**src/verilog/mon_regs_pkg.sv**
```systemverilog
package mon_regs_pkg;

	// ------------------------------------------------------------
	// Register offsets on the internal register port.
	// ------------------------------------------------------------
	localparam logic [7:0] OFS_ALERT_MASK_SECOND = 8'h75;
	localparam logic [7:0] OFS_LOW_BITS_VOLTAGE = 8'h76;
	localparam logic [7:0] OFS_LOW_BITS_TEMP_TWELVE = 8'h77;
	localparam logic [7:0] OFS_PIN_AND_TACH_CONFIG = 8'h78;

	// ------------------------------------------------------------
	// Values after reset.
	// ------------------------------------------------------------
	localparam logic [7:0] RST_ALERT_MASK_SECOND = 8'h00;
	localparam logic [7:0] RST_LOW_BITS = 8'h00;
	localparam logic [7:0] RST_PIN_AND_TACH_CONFIG = 8'h00;

	// ------------------------------------------------------------
	// Field positions.
	// ------------------------------------------------------------
	// Mask register, one bit per status flag of the second group.
	localparam int MSK_TWELVE_VOLT_VID = 0;
	localparam int MSK_OVERHEAT = 1;
	localparam int MSK_FAN_ONE = 2;
	localparam int MSK_FAN_TWO = 3;
	localparam int MSK_FAN_THREE = 4;
	localparam int MSK_SHARED_PIN = 5;
	localparam int MSK_REMOTE_ONE = 6;
	localparam int MSK_REMOTE_TWO = 7;
	// Configuration register.
	localparam int CFG_ALERT_ON_FAN_PIN = 0;
	localparam int CFG_OVERHEAT_OR_VOLT = 1;
	localparam int CFG_BOOST = 2;
	localparam int CFG_FAST_TACH = 3;
	localparam int CFG_STEADY_TACH_LO = 4;
	localparam int CFG_STEADY_TACH_HI = 7;

	// Input synchroniser depth for pins.
	localparam int PIN_SYNC_STAGES = 3;

	// Reading width and the part that sits in the low-bits registers.
	localparam int READING_BITS = 10;
	localparam int LOW_BITS_PER_READING = 2;

	// Role of the multi-function pin.
	typedef enum logic [1:0] {
		SEL_FAN_FOUR_TACH = 2'h0,
		SEL_OVERHEAT = 2'h1,
		SEL_ALERT = 2'h2,
		SEL_GENERAL_IO = 2'h3
	} shared_pin_selector_t;

	// One request from the serial interface to the register file.
	typedef struct packed {
		logic wr;
		logic rd;
		logic [7:0] addr;
		logic [7:0] wdata;
	} reg_req_t;

	// Pin roles that the rest of the device follows.
	typedef struct packed {
		logic alert_on_fan_pin;
		logic alert_on_shared_pin;
		logic overheat_on_dedicated_pin;
		logic overheat_on_shared_pin;
		logic volt_measure_on_dedicated_pin;
	} pin_roles_t;

endpackage : mon_regs_pkg

```
**src/verilog/reading_freeze.sv**
```systemverilog
module reading_freeze
	import mon_regs_pkg::*;
#(
	parameter int CHANNELS = 4
) (
	// Clock and reset.
	input wire logic clk_sys_in,
	input wire logic rst_in,
	// Live readings from the converter, channel 0 in the low bits.
	input wire logic [CHANNELS*READING_BITS-1:0] reading_in,
	// Host reads of the low-bits register and of each upper byte.
	input wire logic low_read_in,
	input wire logic [CHANNELS-1:0] high_read_in,
	// Held values and freeze state.
	output logic [CHANNELS*LOW_BITS_PER_READING-1:0] low_bits_out,
	output logic [CHANNELS*8-1:0] high_bytes_out,
	output logic frozen_out
);

	logic [CHANNELS-1:0] pending;
	logic [CHANNELS-1:0] next_pending;
	logic [CHANNELS*LOW_BITS_PER_READING-1:0] next_low;
	logic [CHANNELS*8-1:0] next_high;
	logic [CHANNELS*LOW_BITS_PER_READING-1:0] live_low;
	logic [CHANNELS*8-1:0] live_high;

	// ------------------------------------------------------------
	// Split each live reading into its upper byte and low bits.
	// ------------------------------------------------------------
	for (genvar ch = 0; ch < CHANNELS; ch++) begin : g_split
		assign live_low[ch*2 +: 2] = reading_in[ch*READING_BITS +: 2];
		assign live_high[ch*8 +: 8] = reading_in[ch*READING_BITS+2 +: 8];
	end

	// Track live data until the low bits are read, then hold every
	// channel until each upper byte has been read once, so the host
	// never pairs halves of two different conversions.
	always_comb begin
		next_pending = pending & ~high_read_in;
		next_low = low_bits_out;
		next_high = high_bytes_out;
		if (low_read_in) begin
			next_pending = '1;
		end
		if (pending == '0 && !low_read_in) begin
			next_low = live_low;
			next_high = live_high;
		end
	end

	// Register the held data and the outstanding reads.
	always_ff @(posedge clk_sys_in or posedge rst_in) begin
		if (rst_in) begin
			pending <= '0;
			low_bits_out <= '0;
			high_bytes_out <= '0;
			frozen_out <= 1'b0;
		end else begin
			pending <= next_pending;
			low_bits_out <= next_low;
			high_bytes_out <= next_high;
			frozen_out <= next_pending != '0;
		end
	end

endmodule : reading_freeze

```
**src/verilog/alert_mask_and_fan_config_regs.sv**
```systemverilog
// How it works
// - Mask bit 0 hides twelve-volt limit alerts while the pin reads 12 V.
// - Mask bit 0 hides code-change alerts while the pin is id bit five.
// - Mask bit 1 keeps overheat events from raising the alert.
// - Mask bits 2, 3, 4 hide fan one, two, three faults.
// - Mask bit 5 hides fan four faults when shared pin is tachometer.
// - Mask bit 5 hides overheat timer limit alerts when pin is thermal.
// - Mask bit 5 hides general input assertion alerts when pin is io.
// - Mask bit 6 hides remote diode one open or short alerts.
// - Mask bit 7 hides remote diode two open or short alerts.
// - First low-bits register returns 2.5 V, core, main, 5 V bits.
// - Second low-bits register returns 12 V and three temperature bits.
// - Reading low bits freezes them and upper bytes until those are read.
// - Config bit 0 turns second fan-drive pin into the alert output.
// - Config bit 1 picks 2.5 V or overheat on the dedicated pin; it stays 2.5 V while the shared pin is overheat.
// - The overheat signal can be timed while it stays asserted.
// - Config bit 2 runs all fans at full duty on overheat input.
// - Config bit 3 raises the tachometer update rate.
// - Config bits 4 to 7 make tach one to four continuous, no stretch.
// - With the lock bit set the configuration register ignores writes.
module alert_mask_and_fan_config_regs
	import mon_regs_pkg::*;
(
	// Clock and reset.
	input wire logic clk_sys_in,
	input wire logic rst_in,
	// Register requests from the serial interface.
	input wire reg_req_t reg_req_in,
	output logic [7:0] reg_rdata_out,
	output logic reg_rvalid_out,
	// Device state feeding this slice.
	input wire logic [7:0] status_flags_in,
	input wire logic [4*READING_BITS-1:0] volt_readings_in,
	input wire logic [4*READING_BITS-1:0] temp_twelve_readings_in,
	input wire logic [7:0] high_byte_read_in,
	input wire logic [1:0] shared_pin_selector_in,
	input wire logic lock_in,
	input wire logic overheat_signal_in,
	// Held upper bytes for the result registers.
	output logic [4*8-1:0] volt_high_bytes_out,
	output logic [4*8-1:0] temp_twelve_high_bytes_out,
	// Alert and pin roles.
	output logic alert_out,
	output pin_roles_t pin_roles_out,
	// Fan and tachometer control.
	output logic fans_full_duty_out,
	output logic overheat_timing_out,
	output logic fast_tach_out,
	output logic [3:0] steady_tach_out
);

	// ------------------------------------------------------------
	// Register state.
	// ------------------------------------------------------------
	logic [7:0] alert_mask_second;
	logic [7:0] pin_and_tach_config;
	logic [7:0] next_alert_mask_second;
	logic [7:0] next_pin_and_tach_config;
	logic [7:0] next_rdata;
	logic [7:0] low_bits_voltage;
	logic [7:0] low_bits_temp_twelve;
	logic volt_frozen;
	logic temp_frozen;
	logic rd_volt;
	logic rd_temp;

	assign rd_volt = reg_req_in.rd && reg_req_in.addr == OFS_LOW_BITS_VOLTAGE;
	assign rd_temp = reg_req_in.rd
		&& reg_req_in.addr == OFS_LOW_BITS_TEMP_TWELVE;

	// Host writes. The configuration register is frozen by the global lock;
	// the mask is not, so alerts can still be tuned in a locked system.
	always_comb begin
		next_alert_mask_second = alert_mask_second;
		next_pin_and_tach_config = pin_and_tach_config;
		if (reg_req_in.wr) begin
			if (reg_req_in.addr == OFS_ALERT_MASK_SECOND) begin
				next_alert_mask_second = reg_req_in.wdata;
			end
			if (reg_req_in.addr == OFS_PIN_AND_TACH_CONFIG && !lock_in) begin
				next_pin_and_tach_config = reg_req_in.wdata;
			end
		end
	end

	// Read mux; unmapped offsets read zero.
	always_comb begin
		unique case (reg_req_in.addr)
			OFS_ALERT_MASK_SECOND: next_rdata = alert_mask_second;
			OFS_LOW_BITS_VOLTAGE: next_rdata = low_bits_voltage;
			OFS_LOW_BITS_TEMP_TWELVE: next_rdata = low_bits_temp_twelve;
			OFS_PIN_AND_TACH_CONFIG: next_rdata = pin_and_tach_config;
			default: next_rdata = 8'h00;
		endcase
	end

	// Register writable state and the read answer.
	always_ff @(posedge clk_sys_in or posedge rst_in) begin
		if (rst_in) begin
			alert_mask_second <= RST_ALERT_MASK_SECOND;
			pin_and_tach_config <= RST_PIN_AND_TACH_CONFIG;
			reg_rdata_out <= 8'h00;
			reg_rvalid_out <= 1'b0;
		end else begin
			alert_mask_second <= next_alert_mask_second;
			pin_and_tach_config <= next_pin_and_tach_config;
			reg_rdata_out <= reg_req_in.rd ? next_rdata : 8'h00;
			reg_rvalid_out <= reg_req_in.rd;
		end
	end

	// ------------------------------------------------------------
	// Low-bits registers with freeze on read.
	// ------------------------------------------------------------
	reading_freeze #(
		.CHANNELS(4)
	) u_freeze_volt (
		.clk_sys_in(clk_sys_in),
		.rst_in(rst_in),
		.reading_in(volt_readings_in),
		.low_read_in(rd_volt),
		.high_read_in(high_byte_read_in[3:0]),
		.low_bits_out(low_bits_voltage),
		.high_bytes_out(volt_high_bytes_out),
		.frozen_out(volt_frozen)
	);

	reading_freeze #(
		.CHANNELS(4)
	) u_freeze_temp (
		.clk_sys_in(clk_sys_in),
		.rst_in(rst_in),
		.reading_in(temp_twelve_readings_in),
		.low_read_in(rd_temp),
		.high_read_in(high_byte_read_in[7:4]),
		.low_bits_out(low_bits_temp_twelve),
		.high_bytes_out(temp_twelve_high_bytes_out),
		.frozen_out(temp_frozen)
	);

	// ------------------------------------------------------------
	// Overheat pin synchroniser.
	// ------------------------------------------------------------
	logic [PIN_SYNC_STAGES-1:0] overheat_sync;
	logic overheat_level;
	logic next_overheat_level;

	// The level only changes once the last two stages agree, which
	// filters a one-cycle glitch at the cost of one more cycle of delay.
	always_comb begin
		next_overheat_level = overheat_level;
		if (overheat_sync[1] == overheat_sync[2]) begin
			next_overheat_level = overheat_sync[2];
		end
	end

	always_ff @(posedge clk_sys_in or posedge rst_in) begin
		if (rst_in) begin
			overheat_sync <= '0;
			overheat_level <= 1'b0;
		end else begin
			overheat_sync <= {overheat_sync[1:0], overheat_signal_in};
			overheat_level <= next_overheat_level;
		end
	end

	// ------------------------------------------------------------
	// Pin roles, alert and fan control.
	// ------------------------------------------------------------
	pin_roles_t next_roles;
	logic next_alert;
	logic next_full_duty;
	logic next_timing;
	logic overheat_is_input;
	logic [7:0] unmasked;

	// Masking gates only the alert; the status flags are never altered.
	// Bits 0 and 5 mean different events per pin role, but the mask
	// applies whichever event the flag currently carries.
	assign unmasked = status_flags_in & ~alert_mask_second;

	always_comb begin
		next_roles.alert_on_fan_pin =
			pin_and_tach_config[CFG_ALERT_ON_FAN_PIN];
		next_roles.alert_on_shared_pin =
			shared_pin_selector_in == SEL_ALERT;
		next_roles.overheat_on_shared_pin =
			shared_pin_selector_in == SEL_OVERHEAT;
		next_roles.overheat_on_dedicated_pin =
			pin_and_tach_config[CFG_OVERHEAT_OR_VOLT]
			&& shared_pin_selector_in != SEL_OVERHEAT;
		next_roles.volt_measure_on_dedicated_pin =
			!next_roles.overheat_on_dedicated_pin;
		overheat_is_input = next_roles.overheat_on_dedicated_pin
			|| next_roles.overheat_on_shared_pin;
		next_alert = |unmasked[MSK_TWELVE_VOLT_VID]
			|| unmasked[MSK_OVERHEAT]
			|| |unmasked[MSK_FAN_THREE:MSK_FAN_ONE]
			|| unmasked[MSK_SHARED_PIN]
			|| unmasked[MSK_REMOTE_ONE]
			|| unmasked[MSK_REMOTE_TWO];
		next_timing = overheat_is_input && overheat_level;
		next_full_duty = next_timing
			&& pin_and_tach_config[CFG_BOOST];
	end

	always_ff @(posedge clk_sys_in or posedge rst_in) begin
		if (rst_in) begin
			alert_out <= 1'b0;
			pin_roles_out <= '0;
			fans_full_duty_out <= 1'b0;
			overheat_timing_out <= 1'b0;
			fast_tach_out <= 1'b0;
			steady_tach_out <= 4'h0;
		end else begin
			alert_out <= next_alert;
			pin_roles_out <= next_roles;
			fans_full_duty_out <= next_full_duty;
			overheat_timing_out <= next_timing;
			fast_tach_out <= pin_and_tach_config[CFG_FAST_TACH];
			steady_tach_out <= pin_and_tach_config[
				CFG_STEADY_TACH_HI:CFG_STEADY_TACH_LO];
		end
	end
endmodule : alert_mask_and_fan_config_regs

```
**config.mk**
```make
export PLATFORM = sky130hd
export DESIGN_NAME = alert_mask_and_fan_config_regs
export DESIGN_NICKNAME = d
export VERILOG_FILES = /design/src/verilog/mon_regs_pkg.sv /design/src/verilog/reading_freeze.sv /design/src/verilog/alert_mask_and_fan_config_regs.sv
export SDC_FILE = /design/constraint.sdc
export NUM_CORES = 1
export LEC_CHECK = 0
export BUFFER_PORTS_ARGS = -buffer_cell sky130_fd_sc_hd__buf_2
export CAP_MARGIN = 20
export CORE_UTILIZATION = 48
export DETAILED_ROUTE_END_ITERATION = 8
export PLACE_DENSITY = 0.79
export SKIP_LAST_GASP = 1
export SYNTH_ARGS = -nofsm -noshare
export SYNTH_HDL_FRONTEND = slang
export SYNTH_SLANG_ARGS = --single-unit
```
**constraint.sdc**
```tcl
create_clock -name clk_sys_in -period 4.97 [get_ports clk_sys_in]
set_input_delay 0.994 -clock clk_sys_in [delete_from_list [all_inputs] [get_ports clk_sys_in]]
set_output_delay 0.994 -clock clk_sys_in [all_outputs]
set_load 0.02 [all_outputs]
```
**Word level (Yosys, flattened, before mapping)**

Index checks and enable logic that the tools add are counted.

- Bitwise gates (word level): 6
- Eq/ne operators: 8
- Reductions and logical operators: 23
- Mux-type cells: 4

Operators with widths:

| kind | count |
|---|---|
| 8-bit by 7-bit equality test with 1-bit output, second input constant | 4 |
| 8-bit case mux with 4 select lines | 1 |
| 4-bit bitwise AND | 2 |
| 8-bit bitwise AND | 1 |
| 1-bit logical AND | 8 |
| 4-bit logical NOT | 2 |
| 4-bit two-way mux | 2 |
| 8-bit two-way mux | 1 |
| 4-bit inverter | 2 |
| 8-bit inverter | 1 |
| 1-bit logical OR | 6 |
| 1-bit logical NOT | 4 |
| 2-bit AND reduction | 2 |
| 3-bit OR reduction | 1 |
| 2-bit by 1-bit equality test with 1-bit output, second input constant | 1 |
| 2-bit equality test, second input constant | 1 |
| 2-bit by 1-bit inequality test with 1-bit output, second input constant | 1 |
| 1-bit equality test | 1 |

- Input port bits: 120
- Word-level logic and storage cells: 63
- Register bits after elaboration: 130
- Output and inout bits: 86

**Logic depth before layout (Yosys ltp)**

Gate-level depths: netlist of run 1.

- Depth after elaboration: 7
- Depth in mapped cells: 5
- Mapped depth without buffers: 4

**By module**

Synthesis of run 1 repeated with hierarchy kept, for this count alone.

- Cell total of the unflattened synthesis: 330
- Area total of the unflattened synthesis: 5536.6 um2

By module, submodules not included:

| module | times used | seq. area each (um2) | area an instance (um2) | cells an instance |
|---|---|---|---|---|
| reading_freeze | 2 | 1126.1 | 1903.1 | 101 |
| alert_mask_and_fan_config_regs | 1 | 1051.0 | 1730.4 | 128 |

**Worst setup path after synthesis of run 1**

No wires, ideal clock.

- Path type: in2reg
- From: input reg_req_in[15] in the netlist's numbering
- To: register u_freeze_volt.high_bytes_out[0]
- Stages: 5
- Buffers on the path: 1
- Arrival: 2.347 ns
- Setup time: 0.128 ns
- Slack: 2.496 ns
- Required time: 4.842 ns
- Cells stage by stage: nand4b_4 or4_4 nand2_2 buf_6 mux2_1

- Word-level cells in the longest chain between the ends: 4

Ends and longest elaborated chain:

| item | RTL line | text |
|---|---|---|
| from (decl) | alert_mask_and_fan_config_regs.sv:28 | `input wire reg_req_t reg_req_in,` |
| 8-bit by 7-bit equality test with 1-bit output | alert_mask_and_fan_config_regs.sv:67 | `assign rd_volt = reg_req_in.rd && reg_req_in.addr == OFS_LOW_BITS_VOLTAGE;` |
| 1-bit logical AND | alert_mask_and_fan_config_regs.sv:67 |  |
| 1-bit logical NOT | reading_freeze.sv:45 | `if (pending == '0 && !low_read_in) begin` |
| 1-bit logical AND | reading_freeze.sv:45 |  |
| to (signal assigned) | reading_freeze.sv:61 | `high_bytes_out <= next_high;` |
| to (decl) | reading_freeze.sv:16 | `output logic [CHANNELS*8-1:0] high_bytes_out,` |

Every way passes these cells.
A chain may end at the register's enable or synchronous reset.

**Worst setup path in the final report of run 1**

- From: input reg_req_in[15] in the netlist's numbering
- To: register u_freeze_temp.high_bytes_out[31]

- Word-level cells in the longest chain between the ends: 4

Ends and longest elaborated chain:

| item | RTL line | text |
|---|---|---|
| 8-bit by 7-bit equality test with 1-bit output | alert_mask_and_fan_config_regs.sv:69 | `&& reg_req_in.addr == OFS_LOW_BITS_TEMP_TWELVE;` |
| 1-bit logical AND | alert_mask_and_fan_config_regs.sv:69 |  |
| 1-bit logical NOT | reading_freeze.sv:45 |  |
| 1-bit logical AND | reading_freeze.sv:45 |  |
| to (signal assigned) | reading_freeze.sv:61 |  |
| to (decl) | reading_freeze.sv:16 |  |

Every way passes these cells.

==> results of run 1 <==
power by group:
part / leakage [nW] / total [mW] / internal (mW) / switching [mW]
sequential: 1.60 / 1.14 / 1.11 / 0.0259
clock: 0.306 / 1.28 / 0.854 / 0.429
combinational: 1.48 / 0.213 / 0.0933 / 0.119
total: 3.39 / 2.63 / 2.06 / 0.574
routing by layer:
| layer | vias up | routed length, um |
|---|---|---|
| li1 | 1569 | - |
| met1 | 1744 | 4661 |
| met2 | 138 | 5989 |
| met3 | 12 | 599 |
| met4 | 0 | 103 |
| met5 | - | 0 |
critical path: stages:
cell and delay [ns]:
buf_2 0.10, nand4b_4 0.23, or4_4 0.58, nand2_2 0.74, mux2_1 0.40
how the worst min path moves through the flow:
stage                           startpoint  slack, ns                to
after detailed placement  overheat_sync[0]       0.33  overheat_sync[1]
final                     overheat_sync[0]       0.36  overheat_sync[1]
after global placement    overheat_sync[0]       0.33  overheat_sync[1]
after CTS                 overheat_sync[0]       0.36  overheat_sync[1]
after floorplan           overheat_sync[0]       0.33  overheat_sync[1]
after global routing      overheat_sync[0]       0.36  overheat_sync[1]
state kept, by name, summed over array words and instances, names as in the netlist, 3 cells and up:
name,count
u_freeze_temp.low_bits_out,8
u_freeze_temp.pending,4
u_freeze_temp.high_bytes_out,32
alert_mask_second,8
pin_and_tach_config,8
u_freeze_volt.pending,4
steady_tach_out,4
overheat_sync,3
u_freeze_volt.high_bytes_out,32
u_freeze_volt.low_bits_out,8
reg_rdata_out,8
pin_roles_out,5
synth_stat cells (all sizes together):
library cell / number
o22ai: 4
mux2: 104
a22oi: 8
and3b: 1
nand3b: 1
nor2: 1
a21oi: 8
nor3: 2
o21ai: 8
nand2: 12
maj3: 1
or4: 3
and2: 1
a211o: 1
clkbuf: 1
nor4: 2
nand4b: 1
nor2b: 2
clkinv: 1
dfrtp: 130
buf: 9
or4b: 1
o21a: 1
o21bai: 1
inv: 18
nand2b: 3
through the flow:
| stage | worst slack, ns | cells | util, % | area (um2) | hold WS [ns] |
|---|---|---|---|---|---|
| 2_1_floorplan | 0.5067 | 325 | - | 5016 | 0.3312 |
| 3_3_place_gp | 1.813 | 655 | 61.55 | 6127 | 0.3345 |
| 3_5_place_dp | 1.733 | 655 | 61.55 | 6127 | 0.3347 |
| 4_1_cts | 2.278 | 687 | 67.77 | 6746 | 0.3577 |
| 5_1_grt | 2.183 | 687 | 67.77 | 6746 | 0.3597 |
| 6_report | 2.280 | 687 | 67.77 | 6746 | 0.3571 |
final cells by class:
cell class | instances | share of cell area (%)
Clock inverter | 9 | 2.263
Multi-Input combinational cell | 166 | 23.61
Sequential cell | 130 | 48.22
Inverter | 19 | 1.094
Timing Repair Buffer | 207 | 15.43
Clock buffer | 23 | 6.918
Tap cell | 133 | 2.467
cells by family (layout without fill, tap and decap cells):
group / after synthesis / count (layout) / share of synthesized area (%)
compound gates: 31 / 31 / 3.767
buf+inv: 29 / 258 / 3.392
simple gates: 30 / 30 / 4.440
fa+ha+maj: 1 / 1 / 0.1996
mux: 104 / 104 / 23.35
flops: 130 / 130 / 64.85
==> impl_metrics.json, run 1 <==
{
  "setup-violations-final": 0,
  "final_hold_viol_count": 0,
  "yosysTopAreaCell": "dfrtp_1",
  "seqCellArea_um2": 3253,
  "finalCritPeriodShare_pct": 54.12,
  "ios": 206,
  "finalSetupTns_ns": 0,
  "drtAntennaViolNets": 0,
  "grt_busiest_layer": "met2",
  "grt_use_met3_pct": 5.576,
  "rsz0062_at_grt": "false",
  "netlist.area_leader.share_pct": 64.85,
  "grt_max_degree": 72,
  "core-area_um2": 9955,
  "rr_endpoint": "u_freeze_temp.high_bytes_out[31]",
  "drt_wl_total_um": 11350,
  "cts_max_level": 4,
  "period_minus_slack_ns": 2.690,
  "synth_cells": 325,
  "syn_to_final_growth_pct": 34.50,
  "end_kind": "flip-flop",
  "worst_hold_path_type": "flip-flop to flip-flop",
  "peakVddDrop_v": 0.0002357,
  "grt_usage_pct": 22.39,
  "clk-insertion-delay-late_ns": 0.50,
  "portBuffers": 205,
  "ys_warn_count": 0,
  "startpoint_type": "primary input",
  "final_common_cell": "buf_2",
  "layout-drive-gt1-share_pct": 45.85,
  "grtUsageMet2_pct": 38.95,
  "dr.pass1.iters": 4,
  "ys_seq_elements": 130,
  "cts_setup_buffers": 0,
  "clock_skew_ns": 0.008498,
  "fp.dieW_um": 104.2,
  "r2r_start": "u_freeze_temp.pending[2]",
  "cts_hold_buf": 0,
  "design.die.area_um2": 10860,
  "crit_type": "primary input to flip-flop",
  "clockBufferDepth": 2,
  "fillers": 755,
  "numCtsBuffers": 17,
  "critPathLaunch": "reg_req_in[15]",
  "synth_nets": 445,
  "crit_end": "u_freeze_temp.high_bytes_out[31]",
  "p_leak_nw": 3.390,
  "max_freq_ghz": 0.3718,
  "maxSlewHeadroom_pct": 34.22,
  "slew_viol_final": 0,
  "crit_fanout": 40,
  "outcome": "finished clean",
  "globalplace.congestion": 0.7823,
  "via_count": 3463,
  "multi_input_area_um2": 1593,
  "syn_area_um2": 5016,
  "dp_hpwl_um": 8257,
  "layout_common_cells": "buf_2, dfrtp_1, mux2_1, inv_1, clkbuf_16",
  "start_util_pct": 50.39,
  "rr_worst_depth": 3,
  "ff2ff_setup_slack_ns": 2.92,
  "arrival_ns": 3.06,
  "antenna_cells": 0,
  "drc": 0,
  "drv_cap": 0,
  "worstHoldPathCells": 0,
  "core.rowCount": 36,
  "met1_usage_pct": 26.81,
  "clkSlewWorstSetupHoldPaths_ns": 0.06,
  "fp.dieH_um": 104.2,
  "ys_types": 31,
  "layout.nets": 661,
  "cts_tree": "built",
  "synth_seq_area_share_pct": 64.85,
  "grt_overflow_total": 0,
  "grt_pass1_vias": 3726,
  "via_per_inst": 5.041,
  "synth_area_leaders": "dfrtp_1, mux2_1, buf_6",
  "power_mw": 2.631,
  "synth.avg_cell_area_um2": 15.43,
  "clockRootBuffer": "clkbuf_8",
  "antenna_found_initial": 0,
  "cp_data_required_time_ns": 5.34,
  "drt_iter0_markers": 91,
  "worst_pin_slew_ns": 0.9832,
  "post_cts_resized": 0,
  "powerDensity_nw_per_um2": 390.0,
  "grt_pass1_wl_um": 18440,
  "detail_route.wl_per_cell_um": 16.53,
  "clock_sinks": 130
}
No activity file was read; power rests on OpenSTA's default activity.
==> run 2, diff against run 1 <==
CORE_UTILIZATION = 43   (was 48)
PLACE_DENSITY = 0.74   (was 0.79)
clock period = 2.3 ns   (was 4.97 ns; I/O delays follow)
==> run 2 against run 1 <==
Routed wire length fell by 2.6%; sequential cell count did not move; worst hold slack got worse by 0.21 ns; global-route usage fell by 3.6 points; first-iteration DRC count rose by 68%; setup slack got worse by 1.7 ns; cell count rose by 2.2%; clock power rose by 96%; critical path type unchanged; critical endpoint is now u_freeze_volt.low_bits_out[1]; largest power group unchanged; highest routed layer unchanged.
==> impl_metrics.json, run 2 (synthesized netlist as in run 1, its figures left out) <==
{
  "start_util_pct": 44.12,
  "rr_endpoint": "u_freeze_volt.low_bits_out[1]",
  "clockRootBuffer": "clkbuf_16",
  "powerDensity_nw_per_um2": 799.0,
  "crit_family": "simple AND/OR/NAND/NOR gates",
  "maxSlewHeadroom_pct": 71.83,
  "core.rowCount": 39,
  "final_hold_viol_count": 0,
  "portBuffers": 205,
  "cts_hold_buf": 0,
  "grt_usage_pct": 18.79,
  "clock_skew_ns": 0.01032,
  "rsz0062_at_grt": "false",
  "period_minus_slack_ns": 1.731,
  "p_leak_nw": 3.411,
  "core-area_um2": 11370,
  "drc": 0,
  "worst_pin_slew_ns": 0.4226,
  "fp.dieH_um": 110.0,
  "detail_route.wl_per_cell_um": 15.75,
  "fp.dieW_um": 110.0,
  "ios": 206,
  "outcome": "finished clean",
  "setup-violations-final": 0,
  "clkSlewWorstSetupHoldPaths_ns": 0.05,
  "drtAntennaViolNets": 0,
  "grt_pass1_wl_um": 16500,
  "grt_overflow_total": 0,
  "rr_worst_depth": 4,
  "cts_max_level": 4,
  "layout_common_cells": "buf_2, dfrtp_1, mux2_1, inv_1, clkbuf_16",
  "drt_iter0_markers": 153,
  "layout.nets": 669,
  "holdWs_ns": 0.1518,
  "final_common_cell": "buf_2",
  "startpoint_type": "primary input",
  "end_kind": "flip-flop",
  "via_per_inst": 4.811,
  "slew_viol_final": 0,
  "drt_wl_total_um": 11060,
  "largestRegisters": "u_freeze_temp.high_bytes_out x32, u_freeze_volt.high_bytes_out x32",
  "cp_data_required_time_ns": 2.59,
  "syn_to_final_growth_pct": 35.57,
  "crit_chain": "buf_2 -> nand4b_4 -> or4_4 -> nand2_2 -> buf_12 -> mux2_1",
  "finalCritPeriodShare_pct": 75.27,
  "grt_pass1_vias": 3292,
  "peakVddDrop_v": 0.0004920,
  "arrival_ns": 2.02,
  "dr.pass1.iters": 4,
  "crit_type": "primary input to flip-flop",
  "numCtsBuffers": 17,
  "globalplace.congestion": 0.7925,
  "antenna_found_initial": 0,
  "cts_setup_buffers": 0,
  "max_freq_ghz": 0.5777,
  "clk-insertion-delay-late_ns": 0.41,
  "design.die.area_um2": 12100,
  "worst_hold_path_type": "primary input to async pin",
  "max_stage_delay_ns": 0.56,
  "clock_sinks": 130,
  "drv_cap": 0,
  "ff2ff_setup_slack_ns": 0.76,
  "critPathBufInv": 2,
  "post_cts_resized": 0,
  "finalSetupTns_ns": 0,
  "layout-drive-gt1-share_pct": 46.33,
  "crit_path_top_delay_cell": "or4_4",
  "dp_hpwl_um": 8226,
  "r2r_start": "u_freeze_volt.pending[2]",
  "via_count": 3377,
  "cts_tree": "built",
  "antenna_cells": 0,
  "clockBufferDepth": 2,
  "crit_fanout": 40,
  "grt_max_degree": 81
}
run 2: metal layers:
layer	wire length, um	global-route usage [%]	vias to the layer above
li1	-	-	1590
met1	4595	23.02	1631
met2	5409	30.13	145
met3	900	6.584	11
met4	150	8.000	0
met5	0	0	-
run 2: worst max path at each step:
stage,start,endpoint,slack (ns),cells past startpoint
2_1_floorplan,rst_in,alert_mask_second[0],0.23,1
3_3_place_gp,reg_req_in[15],u_freeze_temp.high_bytes_out[0],0.16,6
3_5_place_dp,reg_req_in[15],u_freeze_volt.high_bytes_out[7],0.14,6
4_1_cts,reg_req_in[15],u_freeze_volt.high_bytes_out[17],0.57,6
5_1_grt,reg_req_in[15],u_freeze_volt.high_bytes_out[7],0.52,6
6_report,reg_req_in[15],u_freeze_volt.low_bits_out[1],0.57,6
run 2: worst reg2reg max path, delay by kind of cell, from the launching register on:
| kind | cells | cell delay (ns) |
|---|---|---|
| AND/OR/NAND/NOR | 2 | 0.48 |
| flip-flops | 1 | 0.39 |
| multiplexers | 1 | 0.36 |
| buffers and inverters | 1 | 0.20 |
run 2: through the flow:
stage          setup slack (ns)  instances  utilization, %  power [mW]  instance area (um2)
2_1_floorplan            0.2308        325               -       2.731                 5020
3_3_place_gp             0.1642        673           54.98       2.951                 6251
3_5_place_dp             0.1362        673           54.98       2.969                 6251
4_1_cts                  0.5719        702           59.81       5.507                 6800
5_1_grt                  0.5225        702           59.81       5.656                 6800
6_report                 0.5689        702           59.81       5.433                 6800
run 2: area by class of cell:
class | instances | area [um2]
timing repair buffer | 215 | 1151
sequential | 130 | 3253
multi-input combinational | 166 | 1593
clock buffer | 22 | 464.2
clock inverter | 7 | 85.08
tap | 143 | 178.9
fill | 895 | 4569
inverter | 19 | 75.07
run 2: power by group:
| group | internal (mW) | leakage [nW] | total, mW | switching [mW] |
|---|---|---|---|---|
| Sequential | 2.40 | 1.60 | 2.45 | 0.0542 |
| Combinational | 0.211 | 1.53 | 0.468 | 0.258 |
| Clock | 1.62 | 0.275 | 2.51 | 0.891 |
